--- config.mk ---
export PLATFORM = sky130hd
export DESIGN_NAME = sfs_core
export DESIGN_NICKNAME = d
export VERILOG_FILES = /design/src/common/sfs_pkg.sv /design/src/hdl/sfs_core.sv
export SDC_FILE = /design/constraint.sdc
export NUM_CORES = 1
export LEC_CHECK = 0
export ABC_AREA = 1
export BUFFER_PORTS_ARGS = -buffer_cell sky130_fd_sc_hd__buf_2
export CORE_MARGIN = 1.5
export CORE_UTILIZATION = 50
export CTS_BUF_LIST = sky130_fd_sc_hd__clkbuf_4 sky130_fd_sc_hd__clkbuf_8
export DETAILED_ROUTE_END_ITERATION = 10
export PLACE_DENSITY = 0.78
export SLEW_MARGIN = 20
export SYNTH_ARGS = -nofsm -noshare
export SYNTH_HDL_FRONTEND = slang
export SYNTH_SLANG_ARGS = --single-unit
--- constraint.sdc ---
create_clock -name clk_sys -period 2.4 [get_ports clk_sys]
set_input_delay 0.72 -clock clk_sys [delete_from_list [all_inputs] [get_ports clk_sys]]
set_output_delay 0.72 -clock clk_sys [all_outputs]
set_load 0.05 [all_outputs]
--- src/common/sfs_pkg.sv ---
`default_nettype none
package sfs_pkg;
  localparam logic [7:0] CMD_WR_ENABLE   = 8'h06;
  localparam logic [7:0] CMD_VOL_ENABLE  = 8'h50;
  localparam logic [7:0] CMD_WR_DISABLE  = 8'h04;
  localparam logic [7:0] CMD_RD_STATUS1  = 8'h05;
  localparam logic [7:0] CMD_RD_STATUS2  = 8'h35;
  localparam logic [7:0] CMD_RD_STATUS3  = 8'h15;
  localparam logic [7:0] CMD_WR_STATUS1  = 8'h01;
  localparam logic [7:0] CMD_WR_STATUS2  = 8'h31;
  localparam logic [7:0] CMD_WR_STATUS3  = 8'h11;
  localparam logic [7:0] CMD_READ        = 8'h03;
  localparam logic [7:0] CMD_PROGRAM     = 8'h02;
  localparam logic [7:0] CMD_DUAL_IO_RD  = 8'hbb;
  localparam logic [7:0] CMD_QUAD_IO_RD  = 8'heb;
  localparam logic [7:0] CMD_SET_WRAP    = 8'h77;
  localparam logic [7:0] CMD_RESET_EN    = 8'h66;
  localparam logic [7:0] CMD_RESET       = 8'h99;
  // status bit positions and write masks
  localparam int         SR1_BUSY_BIT    = 0;
  localparam int         SR1_WEL_BIT     = 1;
  localparam int         SR2_QE_BIT      = 1;
  localparam logic [7:0] SR1_WR_MASK     = 8'h7c;
  localparam logic [7:0] SR2_WR_MASK     = 8'h7b;
  localparam logic [7:0] SR3_WR_MASK     = 8'h64;
  localparam logic [7:0] SR2_OTP_MASK    = 8'h39;
  localparam logic [7:0] NO_OTP_MASK     = 8'h00;
  localparam logic [7:0] SR_RESET_VAL    = 8'h00;
  localparam logic [1:0] WRAP_LEN_RESET  = 2'h0;
  localparam int         WRAP_MIN_BYTES  = 8;
  localparam int         ADDR_BITS       = 24;
  localparam int         MODE_BITS       = 8;
  localparam int         QUAD_DUMMY_CLKS = 4;
  localparam int         WRAP_NIBBLE_POS = 6;
  localparam int         WRAP_CLKS       = 8;
  // timing
  localparam int         CLK_MHZ                 = 40;
  localparam int         STATUS_WRITE_TIME_US    = 10000;
  localparam int         STATUS_WRITE_CYCLES     = STATUS_WRITE_TIME_US * CLK_MHZ;
  localparam int         VOLATILE_REFRESH_TIME_NS = 50;
  localparam int         VOLATILE_REFRESH_CYCLES  = (VOLATILE_REFRESH_TIME_NS * CLK_MHZ) / 1000;
  typedef enum logic [2:0] {
    ST_IDLE  = 3'b000,
    ST_CMD   = 3'b001,
    ST_ADDR  = 3'b011,
    ST_MODE  = 3'b010,
    ST_DUMMY = 3'b110,
    ST_DOUT  = 3'b111,
    ST_DIN   = 3'b101,
    ST_QUIET = 3'b100
  } sfs_state_type;
endpackage
`default_nettype wire

--- src/hdl/sfs_core.sv ---
`timescale 1ns/1ps
`default_nettype none
module sfs_core
  import sfs_pkg::*;
#(
  parameter int STATUS_WRITE_CLKS = sfs_pkg::STATUS_WRITE_CYCLES
) (
  input  wire  logic        clk_sys,
  input  wire  logic        rst_n,
  input  wire  logic        sclk,
  input  wire  logic        cs_n,
  input  wire  logic [3:0]  io_i,
  output var   logic [3:0]  io_o,
  output var   logic [3:0]  io_oe,
  output var   logic [23:0] mem_addr,
  input  wire  logic [7:0]  mem_rdata,
  output var   logic        mem_wr,
  output var   logic [7:0]  mem_wdata,
  output var   logic        busy,
  output var   logic        write_enable_latch,
  output var   logic        quad_lane_enable
);
  import sfs_pkg::*;

  logic [2:0]    sclk_s_q, cs_s_q;
  logic [3:0]    io_s1_q, io_s2_q;
  logic          sclk_rise, sclk_fall, cs_rise;
  sfs_state_type state_q;
  logic [7:0]    cmd_q, out_sh_q, b0_q, b1_q;
  logic [23:0]   sh_q;
  logic [4:0]    cnt_q;
  logic [3:0]    bits_left_q;
  logic [2:0]    lw_q;
  logic [1:0]    din_n_q, sel_q;
  logic [23:0]   addr_q;
  logic          mem_wr_q;
  logic [7:0]    wdata_q;
  logic [3:0]    io_o_q, io_oe_q;
  logic [7:0]    cur_sr_q [3];
  logic [7:0]    nv_sr_q  [3];
  logic          wel_q, busy_q, vol_arm_q, rst_arm_q, wrap_disable_q;
  logic [1:0]    wrap_length_q;
  logic [31:0]   busy_cnt_q;

  function automatic logic [23:0] shift_in(input logic [23:0] sh, input logic [3:0] io, input logic [2:0] lw);
    case (lw)
      3'd1:    shift_in = {sh[22:0], io[0]};
      3'd2:    shift_in = {sh[21:0], io[1:0]};
      default: shift_in = {sh[19:0], io[3:0]};
    endcase
  endfunction

  function automatic logic [4:0] phase_clks(input logic [4:0] bits, input logic [2:0] lw);
    phase_clks = (lw == 3'd4) ? (bits >> 2) : ((lw == 3'd2) ? (bits >> 1) : bits);
  endfunction

  function automatic logic [7:0] sr_merge(input logic [7:0] old, input logic [7:0] data,
                                          input logic [7:0] wmask, input logic [7:0] otp);
    sr_merge = (old & ~wmask) | (data & wmask) | (old & otp);
  endfunction

  function automatic logic [23:0] next_addr(input logic [23:0] a, input logic wrap_on, input logic [1:0] wlen);
    logic [23:0] span;
    span = 24'(WRAP_MIN_BYTES) << wlen;
    if (wrap_on)
      next_addr = (a & ~(span - 24'h1)) | ((a + 24'h1) & (span - 24'h1));
    else
      next_addr = a + 24'h1;
  endfunction

  // synchronisers: only stage two and later are read
  always_ff @(posedge clk_sys or negedge rst_n)
  begin
    if (!rst_n)
    begin
      sclk_s_q <= 3'h0;
      cs_s_q   <= 3'h7;
      io_s1_q  <= 4'h0;
      io_s2_q  <= 4'h0;
    end
    else
    begin
      sclk_s_q <= {sclk_s_q[1:0], sclk};
      cs_s_q   <= {cs_s_q[1:0], cs_n};
      io_s1_q  <= io_i;
      io_s2_q  <= io_s1_q;
    end
  end

  assign sclk_rise = sclk_s_q[1] & ~sclk_s_q[2];
  assign sclk_fall = ~sclk_s_q[1] & sclk_s_q[2];
  assign cs_rise   = cs_s_q[1] & ~cs_s_q[2];

  logic [7:0] in_byte, rd_byte, sr_view;
  logic       cmd_done;
  logic       is_read;
  assign in_byte  = {sh_q[6:0], io_s2_q[0]};
  assign cmd_done = (state_q == ST_CMD) && sclk_rise && (cnt_q == 5'd7);
  assign is_read  = (cmd_q == CMD_READ || cmd_q == CMD_DUAL_IO_RD || cmd_q == CMD_QUAD_IO_RD);
  always_comb
  begin
    sr_view = cur_sr_q[sel_q];
    if (sel_q == 2'd0)
    begin
      sr_view[SR1_BUSY_BIT] = busy_q;
      sr_view[SR1_WEL_BIT]  = wel_q;
    end
    rd_byte = is_read ? mem_rdata : sr_view;
  end

  // link sequencer
  always_ff @(posedge clk_sys or negedge rst_n)
  begin
    if (!rst_n)
    begin
      state_q     <= ST_IDLE;
      cmd_q       <= 8'h00;
      sh_q        <= 24'h0;
      cnt_q       <= 5'h0;
      lw_q        <= 3'd1;
      din_n_q     <= 2'h0;
      sel_q       <= 2'h0;
      b0_q        <= 8'h00;
      b1_q        <= 8'h00;
      out_sh_q    <= 8'h00;
      bits_left_q <= 4'h0;
      addr_q      <= 24'h0;
      mem_wr_q    <= 1'b0;
      wdata_q     <= 8'h00;
      io_o_q      <= 4'h0;
      io_oe_q     <= 4'h0;
    end
    else
    begin
      mem_wr_q <= 1'b0;
      if (mem_wr_q)
        addr_q[7:0] <= addr_q[7:0] + 8'h1;
      if (cs_s_q[1])
      begin
        state_q <= ST_IDLE;
        io_oe_q <= 4'h0;
      end
      else
      begin
        case (state_q)
          ST_IDLE:
          begin
            state_q     <= ST_CMD;
            cnt_q       <= 5'h0;
            din_n_q     <= 2'h0;
            bits_left_q <= 4'h0;
            lw_q        <= 3'd1;
          end
          ST_CMD:
            if (sclk_rise)
            begin
              sh_q  <= shift_in(sh_q, io_s2_q, 3'd1);
              cnt_q <= cnt_q + 5'h1;
              if (cnt_q == 5'd7)
              begin
                cmd_q   <= in_byte;
                cnt_q   <= 5'h0;
                state_q <= ST_QUIET;
                case (in_byte)
                  CMD_RD_STATUS1, CMD_RD_STATUS2, CMD_RD_STATUS3:
                  begin
                    state_q <= ST_DOUT;
                    sel_q   <= (in_byte == CMD_RD_STATUS1) ? 2'd0 : ((in_byte == CMD_RD_STATUS2) ? 2'd1 : 2'd2);
                  end
                  CMD_READ:
                    if (!busy_q)
                      state_q <= ST_ADDR;
                  CMD_PROGRAM:
                    if (!busy_q && wel_q)
                      state_q <= ST_ADDR;
                  CMD_DUAL_IO_RD:
                    if (!busy_q)
                    begin
                      state_q <= ST_ADDR;
                      lw_q    <= 3'd2;
                    end
                  CMD_QUAD_IO_RD:
                    if (!busy_q && cur_sr_q[1][SR2_QE_BIT])
                    begin
                      state_q <= ST_ADDR;
                      lw_q    <= 3'd4;
                    end
                  CMD_SET_WRAP:
                    if (!busy_q)
                    begin
                      state_q <= ST_DIN;
                      lw_q    <= 3'd4;
                    end
                  CMD_WR_ENABLE, CMD_WR_DISABLE, CMD_VOL_ENABLE, CMD_RESET_EN, CMD_RESET,
                  CMD_WR_STATUS1, CMD_WR_STATUS2, CMD_WR_STATUS3:
                    if (!busy_q)
                      state_q <= ST_DIN;
                  default:
                    state_q <= ST_QUIET;
                endcase
              end
            end
          ST_ADDR, ST_MODE, ST_DUMMY:
            if (sclk_rise)
            begin
              sh_q  <= shift_in(sh_q, io_s2_q, lw_q);
              cnt_q <= cnt_q + 5'h1;
              if (state_q == ST_ADDR && cnt_q == phase_clks(5'(ADDR_BITS), lw_q) - 5'h1)
              begin
                addr_q  <= shift_in(sh_q, io_s2_q, lw_q);
                cnt_q   <= 5'h0;
                state_q <= (cmd_q == CMD_READ) ? ST_DOUT : ((cmd_q == CMD_PROGRAM) ? ST_DIN : ST_MODE);
              end
              // mode bits are taken and dropped: continuous read is not offered
              if (state_q == ST_MODE && cnt_q == phase_clks(5'(MODE_BITS), lw_q) - 5'h1)
              begin
                cnt_q   <= 5'h0;
                state_q <= (cmd_q == CMD_QUAD_IO_RD) ? ST_DUMMY : ST_DOUT;
              end
              if (state_q == ST_DUMMY && cnt_q == 5'(QUAD_DUMMY_CLKS - 1))
                state_q <= ST_DOUT;
            end
          ST_DIN:
            if (sclk_rise)
            begin
              sh_q  <= shift_in(sh_q, io_s2_q, lw_q);
              cnt_q <= cnt_q + 5'h1;
              if (cmd_q == CMD_SET_WRAP && cnt_q == 5'(WRAP_NIBBLE_POS))
                b0_q <= {5'h0, io_s2_q[2:0]};
              else if (lw_q == 3'd1 && cnt_q[2:0] == 3'h7)
              begin
                if (cmd_q == CMD_PROGRAM)
                begin
                  mem_wr_q <= 1'b1;
                  wdata_q  <= in_byte;
                end
                if (din_n_q == 2'd0)
                  b0_q <= in_byte;
                if (din_n_q == 2'd1)
                  b1_q <= in_byte;
                if (din_n_q != 2'd3)
                  din_n_q <= din_n_q + 2'h1;
              end
            end
          ST_DOUT:
            if (sclk_fall)
            begin : drive
              logic [7:0] b;
              b = (bits_left_q == 4'h0) ? rd_byte : out_sh_q;
              // only array reads and program bytes advance the address; status reads leave it alone
              if (bits_left_q == 4'h0 && is_read)
                addr_q <= next_addr(addr_q, cmd_q == CMD_QUAD_IO_RD && !wrap_disable_q, wrap_length_q);
              out_sh_q    <= b << lw_q;
              bits_left_q <= ((bits_left_q == 4'h0) ? 4'h8 : bits_left_q) - {1'b0, lw_q};
              io_o_q  <= (lw_q == 3'd1) ? {2'b00, b[7], 1'b0} : ((lw_q == 3'd2) ? {2'b00, b[7:6]} : b[7:4]);
              io_oe_q <= (lw_q == 3'd1) ? 4'h2 : ((lw_q == 3'd2) ? 4'h3 : 4'hf);
            end
          default:
            io_oe_q <= 4'h0;
        endcase
      end
    end
  end

  // end-of-frame actions, decided on the chip-select rise
  logic din_end, single, wr_ok, vol_go, nv_go, soft_rst;
  assign din_end  = cs_rise && state_q == ST_DIN;
  assign single   = din_end && cnt_q == 5'h0;
  assign wr_ok    = (cmd_q == CMD_WR_STATUS1 && cnt_q[2:0] == 3'h0 && (din_n_q == 2'd1 || din_n_q == 2'd2)) ||
                    ((cmd_q == CMD_WR_STATUS2 || cmd_q == CMD_WR_STATUS3) && din_n_q == 2'd1 && cnt_q == 5'd8);
  assign vol_go   = din_end && wr_ok && vol_arm_q;
  assign nv_go    = din_end && wr_ok && !vol_arm_q && wel_q;
  assign soft_rst = single && cmd_q == CMD_RESET && rst_arm_q;

  // status registers; nothing non-volatile survives rst_n, which stands for power-up
  always_ff @(posedge clk_sys or negedge rst_n)
  begin
    if (!rst_n)
    begin
      for (int i = 0; i < 3; i++)
      begin
        cur_sr_q[i] <= SR_RESET_VAL;
        nv_sr_q[i]  <= SR_RESET_VAL;
      end
      wel_q          <= 1'b0;
      busy_q         <= 1'b0;
      busy_cnt_q     <= 32'h0;
      vol_arm_q      <= 1'b0;
      rst_arm_q      <= 1'b0;
      wrap_disable_q <= 1'b1;
      wrap_length_q  <= WRAP_LEN_RESET;
    end
    else
    begin
      if (busy_q)
      begin
        busy_cnt_q <= busy_cnt_q - 32'h1;
        if (busy_cnt_q == 32'h1)
        begin
          busy_q <= 1'b0;
          wel_q  <= 1'b0;
        end
      end
      if (cs_rise && state_q != ST_IDLE)
      begin
        vol_arm_q <= single && cmd_q == CMD_VOL_ENABLE;
        rst_arm_q <= single && cmd_q == CMD_RESET_EN;
      end
      if (single && cmd_q == CMD_WR_ENABLE)
        wel_q <= 1'b1;
      if ((single && cmd_q == CMD_WR_DISABLE) || (din_end && cmd_q == CMD_PROGRAM))
        wel_q <= 1'b0;
      if (din_end && cmd_q == CMD_SET_WRAP && cnt_q == 5'(WRAP_CLKS))
      begin
        wrap_disable_q <= b0_q[0];
        wrap_length_q  <= b0_q[2:1];
      end
      if (vol_go || nv_go)
      begin
        if (cmd_q == CMD_WR_STATUS1)
          cur_sr_q[0] <= sr_merge(cur_sr_q[0], b0_q, SR1_WR_MASK, NO_OTP_MASK);
        if (cmd_q == CMD_WR_STATUS2 || (cmd_q == CMD_WR_STATUS1 && din_n_q == 2'd2))
          cur_sr_q[1] <= sr_merge(cur_sr_q[1], (cmd_q == CMD_WR_STATUS2) ? b0_q : b1_q, SR2_WR_MASK, SR2_OTP_MASK);
        if (cmd_q == CMD_WR_STATUS3)
          cur_sr_q[2] <= sr_merge(cur_sr_q[2], b0_q, SR3_WR_MASK, NO_OTP_MASK);
      end
      if (nv_go)
      begin
        if (cmd_q == CMD_WR_STATUS1)
          nv_sr_q[0] <= sr_merge(cur_sr_q[0], b0_q, SR1_WR_MASK, NO_OTP_MASK);
        if (cmd_q == CMD_WR_STATUS2 || (cmd_q == CMD_WR_STATUS1 && din_n_q == 2'd2))
          nv_sr_q[1] <= sr_merge(cur_sr_q[1], (cmd_q == CMD_WR_STATUS2) ? b0_q : b1_q, SR2_WR_MASK, SR2_OTP_MASK);
        if (cmd_q == CMD_WR_STATUS3)
          nv_sr_q[2] <= sr_merge(cur_sr_q[2], b0_q, SR3_WR_MASK, NO_OTP_MASK);
        busy_q     <= 1'b1;
        busy_cnt_q <= 32'(STATUS_WRITE_CLKS);
      end
      if (soft_rst)
      begin
        for (int i = 0; i < 3; i++)
          cur_sr_q[i] <= nv_sr_q[i] | (cur_sr_q[i] & SR2_OTP_MASK & {8{i == 1}});
        wel_q          <= 1'b0;
        wrap_disable_q <= 1'b1;
      end
    end
  end

  assign io_o               = io_o_q;
  assign io_oe              = io_oe_q;
  assign mem_addr           = addr_q;
  assign mem_wr             = mem_wr_q;
  assign mem_wdata          = wdata_q;
  assign busy               = busy_q;
  assign write_enable_latch = wel_q;
  assign quad_lane_enable   = cur_sr_q[1][SR2_QE_BIT];
endmodule // sfs_core
`default_nettype wire
==> flow_metrics.py <==
metrics = {
    "global_routing": {
        "grt.overflow.total": 0,
        "antenna_found_initial": 0,
        "grt_pass1_wl_um": 55200,
        "grt_max_degree": 50,
        "grt_usage_pct": 26.0,
        "grt_pass1_vias": 11179,
    },
    "place": {
        "globalplace.congestion": 0.966,
        "hpwl_um": 24100,
        "numPortBuffers": 59,
    },
    "sta": {
        "rsz0062_at_grt": "false",
        "slew_headroom_pct": 59.3,
        "max_freq_ghz": 0.449,
        "tightest_slew_ns": 0.606,
        "finalSetupViolCount": 0,
        "period_minus_slack_ns": 2.23,
        "clock-skew-final_ns": 0.0358,
        "finalMaxSlewViolations": 0,
        "hold_viol": 0,
        "finalCritPeriodShare_pct": 92.8,
        "fin_setup_tns_ns": 0,
    },
    "logic_synthesis": {
        "synth_edf_count": 0,
        "synth_nets": 1704,
        "ys.flop_type": "dfrtp_1",
        "synthSimpleGateAreaFrac_pct": 31.0,
        "postSynthCellCount": 1671,
        "netlist_area_sq_um": 12400,
        "yosys.area_share.adder_pct": 1.78,
        "synthMuxAreaShare_pct": 0,
        "avgSynthCellArea_sq_um": 7.40,
        "yosysWarnings": 0,
        "synth_cell_types": 56,
        "synth_compound_area_share_pct": 14.2,
        "synth_xor_xnor_area_share_pct": 2.12,
        "synth-seq-cells": 208,
        "synthArstFlopShare_pct": 100,
        "yosysSeqAreaShare_pct": 42.2,
        "synth_top_family_by_area": "simple AND/OR/NAND/NOR gates",
    },
    "pwr": {
        "clkPwrFrac_pct": 34.2,
        "power_mw": 10.6,
        "p_int_mw": 6.73,
        "combPwrFrac_pct": 27.3,
        "switching_power_mw": 3.91,
        "peakVddDrop_mv": 0.658,
        "p_leak_nw": 7.15,
        "seq_power_share_pct": 38.5,
        "switching_share_pct": 36.8,
        "power_density_nw_per_um2": 763,
    },
    "floorplan": {
        "die_h_um": 160,
        "dieArea_sq_um": 25700,
        "num_rows": 57,
        "start_util_pct": 50.8,
        "die_w_um": 160,
        "core_region_area_sq_um": 24300,
        "pin_count": 60,
    },
    "critical_path": {
        "cp.arrival_ns": 2.69,
        "slowest_delay_ns": 0.48,
        "path_class": "reg -> reg",
        "crit_path_max_fanout": 13,
        "r2r_start": "cmd_q[0]",
        "cp_slowest_cell": "dfrtp_1",
        "cp-end-kind": "register",
        "critPathLaunchType": "register",
        "critPathLaunch": "cmd_q[0]",
        "cp.required_ns": 2.86,
        "critical_path.cell_chain": "inv_2 > nor2_4 > nand2_4 > nor2_2 > nand3_1 > nand2_1 > nand3_1 > nand2_2 > nand2_1 > o21ai_1",
    },
    "route": {
        "via_count": 11604,
        "ant_nets": 0,
        "drt_wl_total_um": 32700,
        "drc": 0,
        "dr.first_iter.drc_count": 1169,
        "wire_per_inst_um": 15.6,
        "firstDrtPassIters": 6,
        "vias_per_cell": 5.51,
    },
    "clock_tree": {
        "cts.sinks": 208,
        "clk_path_buf_depth": 3,
        "h-tree-depth": 2,
        "cts_tree": "yes",
        "ctsResizeCount": 0,
        "hold_buffers": 0,
        "cts-root-buf": "clkbuf_8",
        "cts_setup_buffers": 0,
        "clk_latency_ns": 0.56,
        "numCtsBuffers": 38,
        "path_clk_slew_ns": 0.06,
    },
    "cells_and_area": {
        "fillerInstances": 2302,
        "drive_above_1_share_pct": 15.2,
        "final_common_cell": "nand2_1",
        "syn_to_final_growth_pct": 12.8,
        "nets": 1789,
        "diodes": 0,
        "mostFrequentLayoutCells": "380 x nand2_1, 203 x dfrtp_1, 185 x nor2_1, 183 x inv_1, 151 x nand3_1",
        "fin_util_pct": 57.3,
    },
    "worst_hold_path": {
        "worstHoldPathType": "in -> async",
    },
    "run_status": {
        "status": "complete, no violations",
    },
    "run": {
        "drv_cap": 0,
    },
}
## metrics by stage
step | cells | setup slack, ns | hold slack [ns] | area, sq um
finish | 2105 | 0.172 | 0.135 | 13900
CTS | 2105 | 0.157 | 0.144 | 13900
detailed placement | 2040 | 0.170 | 0.336 | 13100
global route | 2105 | 0.00493 | 0.159 | 13900
floorplan | 1671 | 0.213 | 0.331 | 12400
global placement | 2040 | 0.135 | 0.339 | 13100
## state kept, by name, indices dropped and copies added, names as in the netlist, 6 cells and up
signal and flops:
mem_wdata 8, busy_cnt_q 32, b0_q 7, nv_sr_q 22, sh_q 23, out_sh_q 8, cur_sr_q 21, cmd_q 8
b1_q 6, mem_addr 24
## synth_stat cells, types with 3 or more instances
library cell,count,area share [%]
a21boi_1,8,0.49
a21oi_1,78,3.2
a31oi_1,5,0.25
and3_1,3,0.15
buf_2,16,0.65
buf_4,4,0.24
buf_6,6,0.55
clkbuf_1,20,0.61
clkinv_1,4,0.12
dfrtp_1,203,41
dfstp_2,5,1.1
ha_1,16,1.6
inv_1,183,5.6
inv_2,29,0.88
nand2_1,381,12
nand2_2,11,0.56
nand2_4,6,0.55
nand3_1,151,6.1
nand3_2,5,0.40
nand4_1,34,1.7
nor2_1,186,5.6
nor2_2,7,0.35
nor2_4,3,0.27
nor3_1,31,1.3
nor3b_1,3,0.18
nor4_1,8,0.40
o211ai_1,18,1.1
o21ai_0,97,3.9
o21ai_1,27,1.1
o21ai_2,22,1.6
o221ai_1,7,0.50
o22ai_1,21,1.1
o31ai_1,6,0.36
or2_2,10,0.51
xnor2_1,11,0.78
xor2_1,17,1.2
## metal layers
metal	part of all wire, %	vias to the layer above	global-route usage [%]	wire, um
li1	-	5685	-	-
met1	45	5406	36.1	14600
met2	45	431	40.6	14600
met3	7.8	82	4.83	2560
met4	3.1	0	9.60	1010
met5	0	-	0	0
## logic make-up after synthesis
| logic type | Yosys count |
|---|---|
| compound gates | 299 |
| xor+xnor | 29 |
| fa+ha+maj | 17 |
| flops | 208 |
| simple gates | 852 |
| buf+inv | 266 |
## worst max-delay path, delay by kind of cell, from the launching register on
family | cells | cell delay, ns
simple gates | 8 | 1.49
compound gates | 1 | 0.09
buf+inv | 1 | 0.08
flops | 1 | 0.48
## final timing paths
| check | endpoint | slack, ns | depth (start not counted) |
|---|---|---|---|
| worst max-delay path | cur_sr_q[11] | 0.17 | 10 |
| worst min-delay path | nv_sr_q[2] | 0.13 | 1 |
| worst max register to register | cur_sr_q[11] | 0.17 | 10 |
| worst min register to register | io_s2_q[3] | 0.35 | 0 |
| max in group asynchronous | cs_s_q[0] | 1.59 | 2 |
| min in group clk_sys | cs_s_q[0] | 0.28 | 1 |
## layout make-up
cell class              instances  area [sq um]  share of cell area (%)
inverters                     218           821                    5.89
flip-flops and latches        208          5210                    37.4
clock inverters                 9           103                   0.736
clock buffers                  56           708                    5.08
multi-input cells            1197          6090                    43.7
well taps                     324           405                    2.91
repair buffers                 93           609                    4.37
## power by group through the flow
stage          Combinational (mW)  Clock (mW)  Sequential (mW)
2_1_floorplan                1.90           0             4.20
5_1_grt                      3.23        3.87             4.13
6_report                     2.91        3.64             4.10
3_3_place_gp                 2.81           0             4.13
3_5_place_dp                 2.85           0             4.14
4_1_cts                      2.87        3.69             4.08
(Power assumes the default switching activity.)
